## src/out_sel_consts.svh

```systemverilog
/*
  Constants of the digital output selector: register byte offsets,
  reset values, delay limits and tick timing.
  Assumes a 100 MHz clock and a 32-bit classic Wishbone slave.
*/
`ifndef OUT_SEL_CONSTS_SVH
`define OUT_SEL_CONSTS_SVH

// Register byte offsets
`define OFF_SEL_Y      8'h00
`define OFF_SEL_RO1    8'h04
`define OFF_SEL_RO2    8'h08
`define OFF_POL        8'h0C
`define OFF_VOUT       8'h10
`define OFF_ON_Y       8'h14
`define OFF_OFF_Y      8'h18
`define OFF_ON_RO1     8'h1C
`define OFF_OFF_RO1    8'h20
`define OFF_ON_RO2     8'h24
`define OFF_OFF_RO2    8'h28
`define OFF_ANY_THR    8'h2C
`define OFF_ANY_TIME   8'h30
`define OFF_STATUS     8'h34

// Reset values
`define RST_SEL_Y      6'h00
`define RST_SEL_RO1    6'h01
`define RST_SEL_RO2    6'h05
`define RST_POL        4'h0
`define RST_ANY_THR    16'h0064
`define RST_ANY_TIME   16'h0005

// Polarity bit of each terminal
`define POL_BIT_Y      0
`define POL_BIT_RO1    2
`define POL_BIT_RO2    3

// Function codes
`define FC_VIRTUAL     6'h17
`define FC_UNUSED_21   6'h15

// Fault code of an external fault
`define EXT_FAULT_CODE 8'h11

// Timing
`define CLK_PERIOD_NS  10
`define MS_TICK_NS     1000000
`define MS_CYCLES      (`MS_TICK_NS / `CLK_PERIOD_NS)
`define MS_PER_DECI    7'h64
`define DLY_MAX_MS     16'hC350

`endif

```

## src/out_sel_pkg.sv

```systemverilog
/*
  Types of the digital output selector: drive status bundle and the
  state records of the selector and of the delay stage.
  Assumes nothing beyond the constants header.
*/
package out_sel_pkg;

   // Status conditions from the drive core, all on clk
   typedef struct packed {
      logic        running;         // Run command active
      logic        forward;         // Direction, 1 = forward
      logic        jogging;         // Jog operation
      logic        freq_nonzero;    // Output frequency above zero
      logic        ref_zero;        // Reference frequency zero
      logic        fault;           // Any fault present
      logic [7:0]  fault_code;      // Code of the active fault
      logic        freq_level_detector_one;
      logic        freq_level_detector_two;
      logic        freq_reached;    // Frequency reached detector
      logic        upper_lim;       // At upper limit frequency
      logic        lower_lim;       // At lower limit frequency
      logic        ready;           // Powers up, no protection
      logic        preexcite;       // Pre-excitation phase
      logic        overload_pre;    // Overload pre-alarm
      logic        underload_pre;   // Underload pre-alarm
      logic        stage_done;      // Sequencer stage complete
      logic        cycle_done;      // Sequencer cycle complete
      logic        count_en;        // Counting enabled
      logic        count_set_hit;   // Counter at set value
      logic        count_des_hit;   // Counter at designated value
      logic        run_time_hit;    // Single run time reached
      logic        bus_ok;          // Bus above undervoltage
      logic        sto_fault;       // Safe torque off fault
      logic [15:0] ramp_ref;        // Ramp reference, 0.01 Hz
   } drive_status_type;

   // Selector state
   typedef struct packed {
      logic [2:0][5:0]  sel;        // Function code per terminal
      logic [3:0]       pol;        // Polarity bits
      logic             vout;       // Virtual output value
      logic [2:0][15:0] on_ms;      // Switch-on delays, ms
      logic [2:0][15:0] off_ms;     // Switch-off delays, ms
      logic [15:0]      thr;        // Any-frequency threshold
      logic [15:0]      atime;      // Any-frequency time, 0.1 s
      logic             ack;        // Bus acknowledge
      logic [31:0]      rdat;       // Read data
      logic [31:0]      presc;      // Millisecond prescaler
      logic [6:0]       deci;       // Milliseconds in 0.1 s
      logic             tick;       // Millisecond pulse
      logic [15:0]      acnt;       // Time above threshold
      logic             any_hit;    // Any-frequency reached
   } sel_state_type;

   // Delay stage state
   typedef struct packed {
      logic        out;             // Delayed level
      logic [15:0] cnt;             // Elapsed ms of pending change
   } dly_state_type;

endpackage

```

## src/out_delay.sv

```systemverilog
/*
  Switch-on / switch-off delay of one output terminal.
  Assumes a one-cycle millisecond tick on the same clock.
*/
`timescale 1ns/100ps
`include "out_sel_consts.svh"

module out_delay
(
   // Clock and reset
   input  wire logic        clk,
   input  wire logic        resetn,
   // Timing
   input  wire logic        tick,
   input  wire logic [15:0] on_ms,
   input  wire logic [15:0] off_ms,
   // Level in and out
   input  wire logic        lvl,
   output logic             q
);

   out_sel_pkg::dly_state_type st_r;    // Registered state
   out_sel_pkg::dly_state_type st_nxt;  // Next state
   logic [15:0]                tgt;     // Delay of pending change

   // Pick delay for direction of change, count ms, then follow
   always_comb
   begin
      st_nxt = st_r;
      tgt    = lvl ? on_ms : off_ms;
      if (lvl == st_r.out)
      begin
         // Nothing pending
         st_nxt.cnt = 16'h0000;
      end
      else if (st_r.cnt >= tgt)
      begin
         // Delay spent, take the new level
         st_nxt.out = lvl;
         st_nxt.cnt = 16'h0000;
      end
      else if (tick)
      begin
         // One more millisecond waited
         st_nxt.cnt = st_r.cnt + 16'h0001;
      end
   end

   // State register
   always_ff @(posedge clk or negedge resetn)
   begin
      if (!resetn)
         st_r <= '0;
      else
         st_r <= st_nxt;
   end

   assign q = st_r.out;
endmodule

```

## src/out_selector.sv

```systemverilog
/*
  Digital output selector: maps drive status conditions onto the
  open-collector output and two relay outputs, with per-terminal
  function code, polarity and switch-on/off delays, set over a
  classic Wishbone slave.
  Assumes all status inputs come from logic on clk.
*/
// Operation
// Three terminals, each with own function code
// Shared codes make terminals follow one source
// Code zero keeps terminal inactive
// Code 1: running with nonzero frequency
// Codes 2/3: forward or reverse frequency output
// Code 4: frequency output while jogging
// Code 5: any fault present
// Codes 6/7/8 pass detector outputs through
// Code 9: running, output and reference zero
// Codes 10/11: upper or lower limit reached
// Code 12: powered, unprotected, ready to run
// Code 13: pre-excitation phase
// Codes 14/15: overload or underload pre-alarm
// Codes 16/17: sequencer stage or cycle done
// Codes 18/19: counter hits, only when enabled
// Code 20: active fault is external fault
// Code 22: single run time reached
// Code 23: virtual output written by master
// Code 26: bus above undervoltage level
// Code 29: safe torque off fault active
// Code 37: ramp reference above threshold long enough
// Polarity bit inverts its terminal
// Separate switch-on and switch-off delays per terminal
// Unassigned codes behave like code zero
`timescale 1ns/100ps
`include "out_sel_consts.svh"

module out_selector
#(
   parameter int MS_CYCLES = `MS_CYCLES  // Clocks per millisecond
)
(
   // Clock and reset
   input  wire logic                         clk,
   input  wire logic                         resetn,
   // Classic Wishbone slave
   input  wire logic                         wb_cyc,
   input  wire logic                         wb_stb,
   input  wire logic                         wb_we,
   input  wire logic [7:0]                   wb_adr,
   input  wire logic [3:0]                   wb_sel,
   input  wire logic [31:0]                  wb_dat_w,
   output logic [31:0]                       wb_dat_r,
   output logic                              wb_ack,
   // Drive status conditions
   input  wire out_sel_pkg::drive_status_type ds,
   // Output terminals
   output logic                              y_out,
   output logic                              relay_output_one,
   output logic                              relay_output_two
);

   out_sel_pkg::sel_state_type st_r;    // Registered state
   out_sel_pkg::sel_state_type st_nxt;  // Next state
   logic [63:0]                src;     // Condition per code
   logic [2:0]                 lvl;     // Selected, polarised
   logic [2:0]                 q;       // Delayed terminal levels
   logic                       req;     // New bus request
   logic                       tenth;   // 100 ms pulse
   logic [3:0]                 pol_w;   // Written polarity bits
   logic [31:0]                cur;     // Addressed register value
   logic [31:0]                mw;      // Write merged under enables

   // Merge a write into a register under the byte enables
   function automatic logic [31:0] merge(input logic [31:0] o,
                                         input logic [31:0] n,
                                         input logic [3:0]  s);
      logic [31:0] r;
      r = o;
      for (int b = 0; b < 4; b++)
      begin
         if (s[b])
            r[8*b +: 8] = n[8*b +: 8];
      end
      return r;
   endfunction

   // Limit a delay to the settable range
   function automatic logic [15:0] clamp(input logic [31:0] v);
      if (v[15:0] > `DLY_MAX_MS || v[31:16] != 16'h0000)
         return `DLY_MAX_MS;
      else
         return v[15:0];
   endfunction

   // Polarity bit of a terminal
   function automatic logic pol_of(input logic [3:0] p,
                                   input int         t);
      case (t)
         0:       return p[`POL_BIT_Y];
         1:       return p[`POL_BIT_RO1];
         default: return p[`POL_BIT_RO2];
      endcase
   endfunction

   // Condition of one function code
   function automatic logic pick(input logic [63:0] v,
                                 input logic [5:0]  c);
      return v[c];
   endfunction

   assign req   = wb_cyc && wb_stb && !st_r.ack;
   assign tenth = st_r.tick && (st_r.deci == `MS_PER_DECI - 7'h01);
   assign pol_w = wb_dat_w[3:0];
   assign mw    = merge(cur, wb_dat_w, wb_sel);

   // Condition vector; unlisted codes stay zero
   always_comb
   begin
      src     = 64'h0000_0000_0000_0000;
      src[1]  = ds.running && ds.freq_nonzero;
      src[2]  = ds.running && ds.freq_nonzero && ds.forward;
      src[3]  = ds.running && ds.freq_nonzero && !ds.forward;
      src[4]  = ds.jogging && ds.freq_nonzero;
      src[5]  = ds.fault;
      src[6]  = ds.freq_level_detector_one;
      src[7]  = ds.freq_level_detector_two;
      src[8]  = ds.freq_reached;
      src[9]  = ds.running && !ds.freq_nonzero && ds.ref_zero;
      src[10] = ds.upper_lim;
      src[11] = ds.lower_lim;
      src[12] = ds.ready;
      src[13] = ds.preexcite;
      src[14] = ds.overload_pre;
      src[15] = ds.underload_pre;
      src[16] = ds.stage_done;
      src[17] = ds.cycle_done;
      src[18] = ds.count_en && ds.count_set_hit;
      src[19] = ds.count_en && ds.count_des_hit;
      src[20] = ds.fault && ds.fault_code == `EXT_FAULT_CODE;
      src[22] = ds.run_time_hit;
      src[23] = st_r.vout;
      src[26] = ds.bus_ok;
      src[29] = ds.sto_fault;
      src[37] = st_r.any_hit;
   end

   // Per-terminal selection and polarity
   always_comb
   begin
      for (int t = 0; t < 3; t++)
      begin
         lvl[t] = pick(src, st_r.sel[t]) ^ pol_of(st_r.pol, t);
      end
   end

   // Value of the addressed register, unmapped places read zero
   always_comb
   begin
      case (wb_adr)
         `OFF_SEL_Y:    cur = 32'(st_r.sel[0]);
         `OFF_SEL_RO1:  cur = 32'(st_r.sel[1]);
         `OFF_SEL_RO2:  cur = 32'(st_r.sel[2]);
         `OFF_POL:      cur = 32'(st_r.pol);
         `OFF_VOUT:     cur = 32'(st_r.vout);
         `OFF_ON_Y:     cur = 32'(st_r.on_ms[0]);
         `OFF_OFF_Y:    cur = 32'(st_r.off_ms[0]);
         `OFF_ON_RO1:   cur = 32'(st_r.on_ms[1]);
         `OFF_OFF_RO1:  cur = 32'(st_r.off_ms[1]);
         `OFF_ON_RO2:   cur = 32'(st_r.on_ms[2]);
         `OFF_OFF_RO2:  cur = 32'(st_r.off_ms[2]);
         `OFF_ANY_THR:  cur = 32'(st_r.thr);
         `OFF_ANY_TIME: cur = 32'(st_r.atime);
         `OFF_STATUS:   cur = {21'h0, lvl, 4'h0, q[2], q[1], 1'b0,
                              q[0]};
         default:       cur = 32'h0000_0000;
      endcase
   end

   // Register file, timers and any-frequency detector
   always_comb
   begin
      st_nxt      = st_r;
      st_nxt.ack  = req;
      st_nxt.tick = 1'b0;
      // Millisecond prescaler
      if (st_r.presc >= 32'(MS_CYCLES - 1))
      begin
         st_nxt.presc = 32'h0000_0000;
         st_nxt.tick  = 1'b1;
      end
      else
      begin
         st_nxt.presc = st_r.presc + 32'h0000_0001;
      end
      // Tenths of a second, phase restarts at or below threshold
      if (tenth || ds.ramp_ref <= st_r.thr)
         st_nxt.deci = 7'h00;
      else if (st_r.tick)
         st_nxt.deci = st_r.deci + 7'h01;
      // Time spent above the threshold, restarts at or below it
      if (ds.ramp_ref <= st_r.thr)
         st_nxt.acnt = 16'h0000;
      else if (tenth && st_r.acnt != 16'hFFFF)
         st_nxt.acnt = st_r.acnt + 16'h0001;
      st_nxt.any_hit = (ds.ramp_ref > st_r.thr) &&
                       (st_nxt.acnt >= st_r.atime);
      // Register writes, merged under the byte enables
      if (req && wb_we)
      begin
         case (wb_adr)
            `OFF_SEL_Y:    st_nxt.sel[0]    = mw[5:0];
            `OFF_SEL_RO1:  st_nxt.sel[1]    = mw[5:0];
            `OFF_SEL_RO2:  st_nxt.sel[2]    = mw[5:0];
            `OFF_POL:      st_nxt.pol       = mw[3:0];
            `OFF_VOUT:     st_nxt.vout      = mw[0];
            `OFF_ON_Y:     st_nxt.on_ms[0]  = clamp(mw);
            `OFF_OFF_Y:    st_nxt.off_ms[0] = clamp(mw);
            `OFF_ON_RO1:   st_nxt.on_ms[1]  = clamp(mw);
            `OFF_OFF_RO1:  st_nxt.off_ms[1] = clamp(mw);
            `OFF_ON_RO2:   st_nxt.on_ms[2]  = clamp(mw);
            `OFF_OFF_RO2:  st_nxt.off_ms[2] = clamp(mw);
            `OFF_ANY_THR:  st_nxt.thr       = mw[15:0];
            `OFF_ANY_TIME: st_nxt.atime     = mw[15:0];
            default:       st_nxt.vout      = st_r.vout; // Ignored
         endcase
      end
      // Register reads take the addressed value
      if (req && !wb_we)
         st_nxt.rdat = cur;
   end

   // State register with documented defaults
   always_ff @(posedge clk or negedge resetn)
   begin
      if (!resetn)
      begin
         st_r        <= '0;
         st_r.sel[0] <= `RST_SEL_Y;
         st_r.sel[1] <= `RST_SEL_RO1;
         st_r.sel[2] <= `RST_SEL_RO2;
         st_r.pol    <= `RST_POL;
         st_r.thr    <= `RST_ANY_THR;
         st_r.atime  <= `RST_ANY_TIME;
      end
      else
      begin
         st_r <= st_nxt;
      end
   end

   // One delay stage per terminal
   for (genvar t = 0; t < 3; t++)
   begin : g_dly
      out_delay u_dly
      (
         .clk    (clk),
         .resetn (resetn),
         .tick   (st_r.tick),
         .on_ms  (st_r.on_ms[t]),
         .off_ms (st_r.off_ms[t]),
         .lvl    (lvl[t]),
         .q      (q[t])
      );
   end

   // Outputs
   assign wb_ack           = st_r.ack;
   assign wb_dat_r         = st_r.rdat;
   assign y_out            = q[0];
   assign relay_output_one = q[1];
   assign relay_output_two = q[2];
endmodule

```

## config.mk

```make
export PLATFORM = sky130hd
export DESIGN_NAME = out_selector
export DESIGN_NICKNAME = d
export VERILOG_FILES = /design/src/out_sel_pkg.sv /design/src/out_delay.sv /design/src/out_selector.sv
export VERILOG_INCLUDE_DIRS = /design/src
export SDC_FILE = /design/constraint.sdc
export NUM_CORES = 1
export LEC_CHECK = 0
export BUFFER_PORTS_ARGS = -buffer_cell sky130_fd_sc_hd__buf_2
export CAP_MARGIN = 20
export CORE_UTILIZATION = 44
export CTS_CLUSTER_SIZE = 14
export DETAILED_ROUTE_END_ITERATION = 10
export PLACE_DENSITY_LB_ADDON = 0.12
export RECOVER_POWER = 100
export SETUP_SLACK_MARGIN = 0.2
export SLEW_MARGIN = 20
export SYNTH_ARGS = -nofsm -noshare
export SYNTH_HDL_FRONTEND = slang
export SYNTH_SLANG_ARGS = --single-unit
export TNS_END_PERCENT = 50
```

## constraint.sdc

```tcl
create_clock -name clk -period 8.3 [get_ports clk]
set_clock_uncertainty 0.05 [all_clocks]
set_input_delay 0.83 -clock clk [delete_from_list [all_inputs] [get_ports clk]]
set_output_delay 0.83 -clock clk [all_outputs]
set_load 0.01 [all_outputs]
```

## After elaboration in Yosys (flattened, before gate mapping)

Cells that the tools add are included.
Widths: inputs -> output; s select.

- Word-level logic and storage cells: 142
- Register bits after elaboration: 292

- Bitwise operators: 6
- Reduce and logical (&&, ||, !) cells: 44
- Magnitude comparators: 11
- Muxes and demuxes: 30
- Equality and inequality tests: 19
- $add $sub $neg: 6

Operators by type and width:

| operator | count |
|---|---|
| $mux 16 | 15 |
| $pmux 16 s14 | 1 |
| $add 16x1->16 const B | 4 |
| $ge 16x16->1 | 4 |
| $eq 8x6->1 const B | 6 |
| $eq 8x5->1 const B | 5 |
| $add 32x1->32 const B | 1 |
| $ge 32x17->1 const B | 1 |
| $mux 32 | 1 |
| $mux 8 | 4 |
| $reduce_and 2->1 | 16 |
| $lt 6x7->1 const B | 3 |
| $bmux 1 s6 | 3 |
| $eq 8x4->1 const B | 2 |
| $gt 16x16->1 | 1 |
| $gt 16x16->1 const B | 1 |
| $le 16x16->1 | 1 |
| $logic_and 1x1->1 | 16 |
| $ne 16x16->1 const B | 1 |
| $reduce_bool 16->1 | 1 |
| $mux 7 | 2 |
| $reduce_bool 3->1 | 3 |
| $eq 8x3->1 const B | 1 |
| $logic_not 8->1 | 1 |
| other kinds (9) | 22 |

## Longest topological paths before layout

- Word-level depth: 11
- Mapped depth: 21

## By module

A second synthesis with hierarchy kept.

- Cell total of the unflattened synthesis: 1736
- Area total of the unflattened synthesis: 16852.4 sq um

Modules (own cells, without submodules):

| module | cells each | area an instance (sq um) | times used |
|---|---|---|---|
| out_selector | 1331 | 12918.6 | 1 |
| out_delay | 135 | 1311.3 | 3 |

## Worst setup path before layout

No wires, ideal clock.

- Path kind: input-to-reg
- Start point: input ds[36] in the netlist's numbering
- End point: register g_dly[0].u_dly.st_r[10] in the netlist's numbering
- Setup slack: 3247 ps
- Buffers on the path: 1
- Required time: 8179 ps
- Setup time: 71 ps
- Cell stages on the path: 18
- Arrival: 4932 ps
- Path through: or4b_1 nor4_2 a211o_1 a32o_1 mux2i_1 xor2_2 mux2_2 ha_1 nand2b_1 a21o_1 a21o_1 a211oi_1 o21bai_1 a31o_2 a211oi_1 nand2_1 buf_2 nor2_1

- Word-level cells in the longest chain between the ends: 9
- Elaborated cells on any way between the ends: 11

Ends and longest elaborated chain:

| item | line | source |
|---|---|---|
| from (decl) | out_selector.sv:54 | `input wire out_sel_pkg::drive_status_type ds,` |
| $eq 8x5->1 (no source line) * | -- |  |
| $logic_and 1x1->1 (no source line) * | -- |  |
| $bmux 1 s6 * | out_selector.sv:107 | `return v[c];` |
| $mux 1 (implied by the code) * | out_selector.sv:107 |  |
| $xor 1x1->1 * | out_selector.sv:151 | `lvl[t] = pick(src, st_r.sel[t]) ^ pol_of(st_r.pol, t);` |
| $mux 16 | out_delay.sv:30 | `tgt = lvl ? on_ms : off_ms;` |
| $ge 16x16->1 | out_delay.sv:36 | `else if (st_r.cnt >= tgt)` |
| $mux 16 | out_delay.sv:36 |  |
| $mux 16 | out_delay.sv:31 | `if (lvl == st_r.out)` |
| to (signal assigned) | out_delay.sv:55 | `st_r <= st_nxt;` |
| to (decl) | out_delay.sv:22 | `out_sel_pkg::dly_state_type st_r;` |

Mark *: on every way between the ends. The rest lies on a longest branch, timed or not. The select of a mux whose other input is x is not followed.
A chain may end at the register's enable or synchronous reset.

## Worst setup path after layout

- Start point: register st_r[230] in the netlist's numbering
- End point: register g_dly[1].u_dly.st_r[1] in the netlist's numbering

- Word-level cells in the longest chain between the ends: 7
- Elaborated cells on any way between the ends: 9

Ends and longest elaborated chain:

| item | line | source |
|---|---|---|
| from (decl) | out_selector.sv:61 | `out_sel_pkg::sel_state_type st_r;` |
| from (signal assigned) | out_selector.sv:246 | `st_r <= st_nxt;` |
| $bmux 1 s6 * | out_selector.sv:107 |  |
| $mux 1 (implied by the code) * | out_selector.sv:107 |  |
| $xor 1x1->1 * | out_selector.sv:151 |  |
| $mux 16 | out_delay.sv:30 |  |
| $ge 16x16->1 | out_delay.sv:36 |  |
| $mux 16 | out_delay.sv:36 |  |
| $mux 16 | out_delay.sv:31 |  |
| to (signal assigned) | out_delay.sv:55 |  |
| to (decl) | out_delay.sv:22 |  |

Marked as above.

==> out/results.ini <==
[clocking]
cts_inserted_buffers = 31
insertion_delay_ns = 0.57
cts.sink_count = 276
worst_setup_hold_path_clk_slew_ns = 0.06
cts-root-buf = clkbuf_16
count_of_buffers_added_by_post_cts_timing_repair_for_setup = 0
holdBufCountCts = 0
clockBufferDepth = 3
cts-htree-levels = 1
postCtsResizedCells = 0
cts_tree = done

[yosys]
yosys_warnings = 0
synthesis.area_mm2 = 0.0163
ys_ff_latch = 276
postSynth.topFlopCell = dfrtp_1
synth-compound-area-share_pct = 14.5
share_of_synthesized_area_spent_on_multiplexers_pct = 8.69
synth_enable_flop_cells = 0
ys_seq_area_share_pct = 42.3
postSynthAreaPerCell_um2 = 9.49
post_synth_inst_count = 1721
synth_cell_type_count = 82
synth_simple_gate_area_share_pct = 17.6
synth_fa_ha_area_share_pct = 6.59
synth-async-reset-ratio_pct = 100
synth_xor_area_share_pct = 5.02
main_combinational_cell_family_by_area_after_synthesis = simple AND/OR/NAND/NOR gates

[cells_and_area]
nFillCells = 3512
finalNetCount = 1982
multi_input_comb_area_mm2 = 0.00869
layout-drive-gt1-share_pct = 11.2
final-seq-area_mm2 = 0.00692
antennaDiodeCount = 0
flow.area_growth_from_synthesis_pct = 10.6

[worst_setup_path]
critical_path.reg2reg.startpoint = st_r[230]
critical_path_buf_inv_count = 1
worst-setup-path-type = flop to flop
capturing_element_type_of_the_critical_path = flop
crit_cells = 17
cp_slowest_stage_delay_ns = 1.13
worst_path_dominant_cell_family = compound AO/OA/AOI/OAI gates
crit_slowest_cell = clkbuf_1
crit_path_cell_trace = mux4_2 -> or4b_1 -> a41oi_1 -> a41oi_1 -> xnor2_2 -> clkbuf_1 -> mux2_2 -> ha_1 -> nand2b_1 -> a21o_1 -> a21o_1 -> a211oi_1 -> o21bai_1 -> a31o_2 -> a211oi_1 -> nand2_1 -> nor2_1
cp.arrival_ns = 6.66
worstReg2RegEnd = g_dly[1].u_dly.st_r[1]
crit_path_start = st_r[230]
critical_path_start_type = flop
critPathMaxFanout = 20
ff2ff_setup_slack_ns = 2.07
cells_on_worst_reg2reg_path = 17
worstSetupEndpoint = g_dly[1].u_dly.st_r[1]
timing.critical_path.required_ns = 8.73

[floorplan]
row_count = 70
io-pin-count = 132
floorplan.core_area_mm2 = 0.0366
starting_density_of_the_core_pct = 44.6
floorplan.die.width_um = 195
chipHeight_um = 195
die_area_mm2 = 0.0379

[timing]
final.hold.worst_slack_ns = 0.429
grt_setup_unrepaired = false
finalCritPeriodShare_pct = 75.1
post-route-min-period_ns = 6.23
hold_violations = 0
fmaxAchievable_ghz = 0.160
max-slew-margin-rel_pct = -280
fin_tns_setup_ns = 0
report.final.slew_viol_count = 217
worst_slew_pin_slew_ns = 5.70
finalSetupViolCount = 0

[detailed_routing]
route.detailed.wl_per_inst_um = 22.0
remaining_drc_errors = 0
routed_via_density = 5.81
dr.pass1.iters = 8
routed_wl_um = 50500
detail-route-antenna-nets = 0
detailedRoute.firstIterationViolations = 1095
via_count = 13308

[placed_design]
gp_congestion = 0.988
numPortBuffers = 115
place_hpwl_um = 37000

[worst_hold_path]
min_path_type = flop to flop

[global_routing]
vias_in_the_first_global_route = 12978
antenna_violations_before_repair = 0
maximum_number_of_pins_on_one_net_before_global_route_repair = 173
grt-ovfl-total = 0
grt.total_usage_pct = 27.0
grt_pass1_wl_um = 78600

[power_and_ir_drop]
p_leak_uw = 0.00773
totalPowerFinal_uw = 2990
worst_ir_drop_vdd_mv = 0.166
power_density_mw_per_mm2 = 165

[run_status]
violations_in_the_final_reports = max-capacitance violations, max-slew violations
outcome = finished with violations

[job]
maxCapViolations = 6

## where the power goes
group / internal (uW) / total (uW) / switching [uW]
Sequential: 1370 / 1400 / 24.9
Combinational: 76.5 / 237 / 161
Clock: 776 / 1350 / 577
## flip-flops by register name (all words and copies together), names as in the netlist
name,cells
g_dly.u_dly.st_r,48
st_r,206
src,2
wb_dat_r,16
wb_ack,1
g_dly.u_dly.q,3
## per-layer routing
layer	vias to the layer above	track usage, %	routed length, um	share of wire (%)
met5	-	0	0	0
met4	0	8.35	1630	3.2
met3	88	5.14	3680	7.3
met2	466	41.0	22300	44
met1	6490	38.8	22900	45
li1	6264	-	-	-
## cell usage after synthesis (18+ instances only)
master,n,area share (%)
buf_2,26,0.80
ha_1,86,6.6
nor4_1,18,0.69
nand4_1,29,1.1
xnor2_1,36,1.9
mux2i_1,91,5.6
a22oi_1,18,0.83
nand3_1,41,1.3
nand2_1,238,5.5
nor3_1,25,0.77
dfrtp_1,268,41
mux2_2,20,1.4
xor2_1,54,2.9
a21o_1,21,0.96
o31ai_1,62,2.8
buf_4,32,1.5
nor2_1,158,3.6
inv_1,57,1.3
clkbuf_1,56,1.3
o21ai_0,107,3.3
a21oi_1,35,1.1
## final cells by class
class | instances | area share [%]
multi-input cells | 1295 | 48.1
flip-flops and latches | 276 | 38.3
clock buffers | 42 | 4.69
repair buffers | 135 | 3.66
well taps | 468 | 3.24
inverters | 61 | 1.27
clock inverters | 14 | 0.762
## through the flow
step                      util (%)  cell area [um2]  setup WS, ns  instances
final                         49.3            18100          2.07       2291
after global routing          49.3            18100          1.38       2291
after CTS                     49.7            18200          2.85       2291
after detailed placement      47.0            17200          2.55       2235
after global placement        47.0            17200          2.65       2235
after floorplan                  -            16500          3.25       1751
## cells in the final DEF, fill, tap and decap left out, types with 35 or more instances in the layout
| master | Yosys | final |
|---|---|---|
| clkbuf_1 | 56 | 43 |
| xnor2_1 | 36 | 35 |
| inv_1 | 57 | 57 |
| o31ai_1 | 62 | 62 |
| o21ai_0 | 107 | 109 |
| xor2_1 | 54 | 54 |
| a21oi_1 | 35 | 35 |
| buf_2 | 26 | 93 |
| dfrtp_1 | 268 | 268 |
| mux2i_1 | 91 | 92 |
| nand2_1 | 238 | 238 |
| nand3_1 | 41 | 41 |
| ha_1 | 86 | 86 |
| nor2_1 | 158 | 160 |
## worst reg2reg max path, stage by stage (launching register included)
cell and delay [ns]:
dfrtp_1 0.75, mux4_2 0.59, or4b_1 0.47, a41oi_1 0.18, a41oi_1 0.12, xnor2_2 0.18, clkbuf_1 1.13, mux2_2 0.46
ha_1 0.27, nand2b_1 0.14, a21o_1 0.17, a21o_1 0.17, a211oi_1 0.23, o21bai_1 0.10, a31o_2 0.24, a211oi_1 0.28
nand2_1 0.41, nor2_1 0.22
## worst min path at each step
stage,cells after the start,slack [ns],startpoint,end
5_1_grt,2,0.47,st_r[96],st_r[96]
2_1_floorplan,2,0.40,st_r[220],st_r[220]
4_1_cts,1,0.30,resetn,st_r[20]
3_5_place_dp,2,0.42,st_r[96],st_r[96]
6_report,2,0.43,st_r[96],st_r[96]
3_3_place_gp,2,0.41,st_r[220],st_r[220]
## cell families after synthesis
group,count (synthesis)
other,1
buffers and inverters,180
muxes,124
and+or+nand+nor,612
DFF,276
AOI/OAI and AO/OA,350
adders and majority gates,86
xor gates and xnor gates,92
No activity file was read; power rests on OpenSTA's default activity.
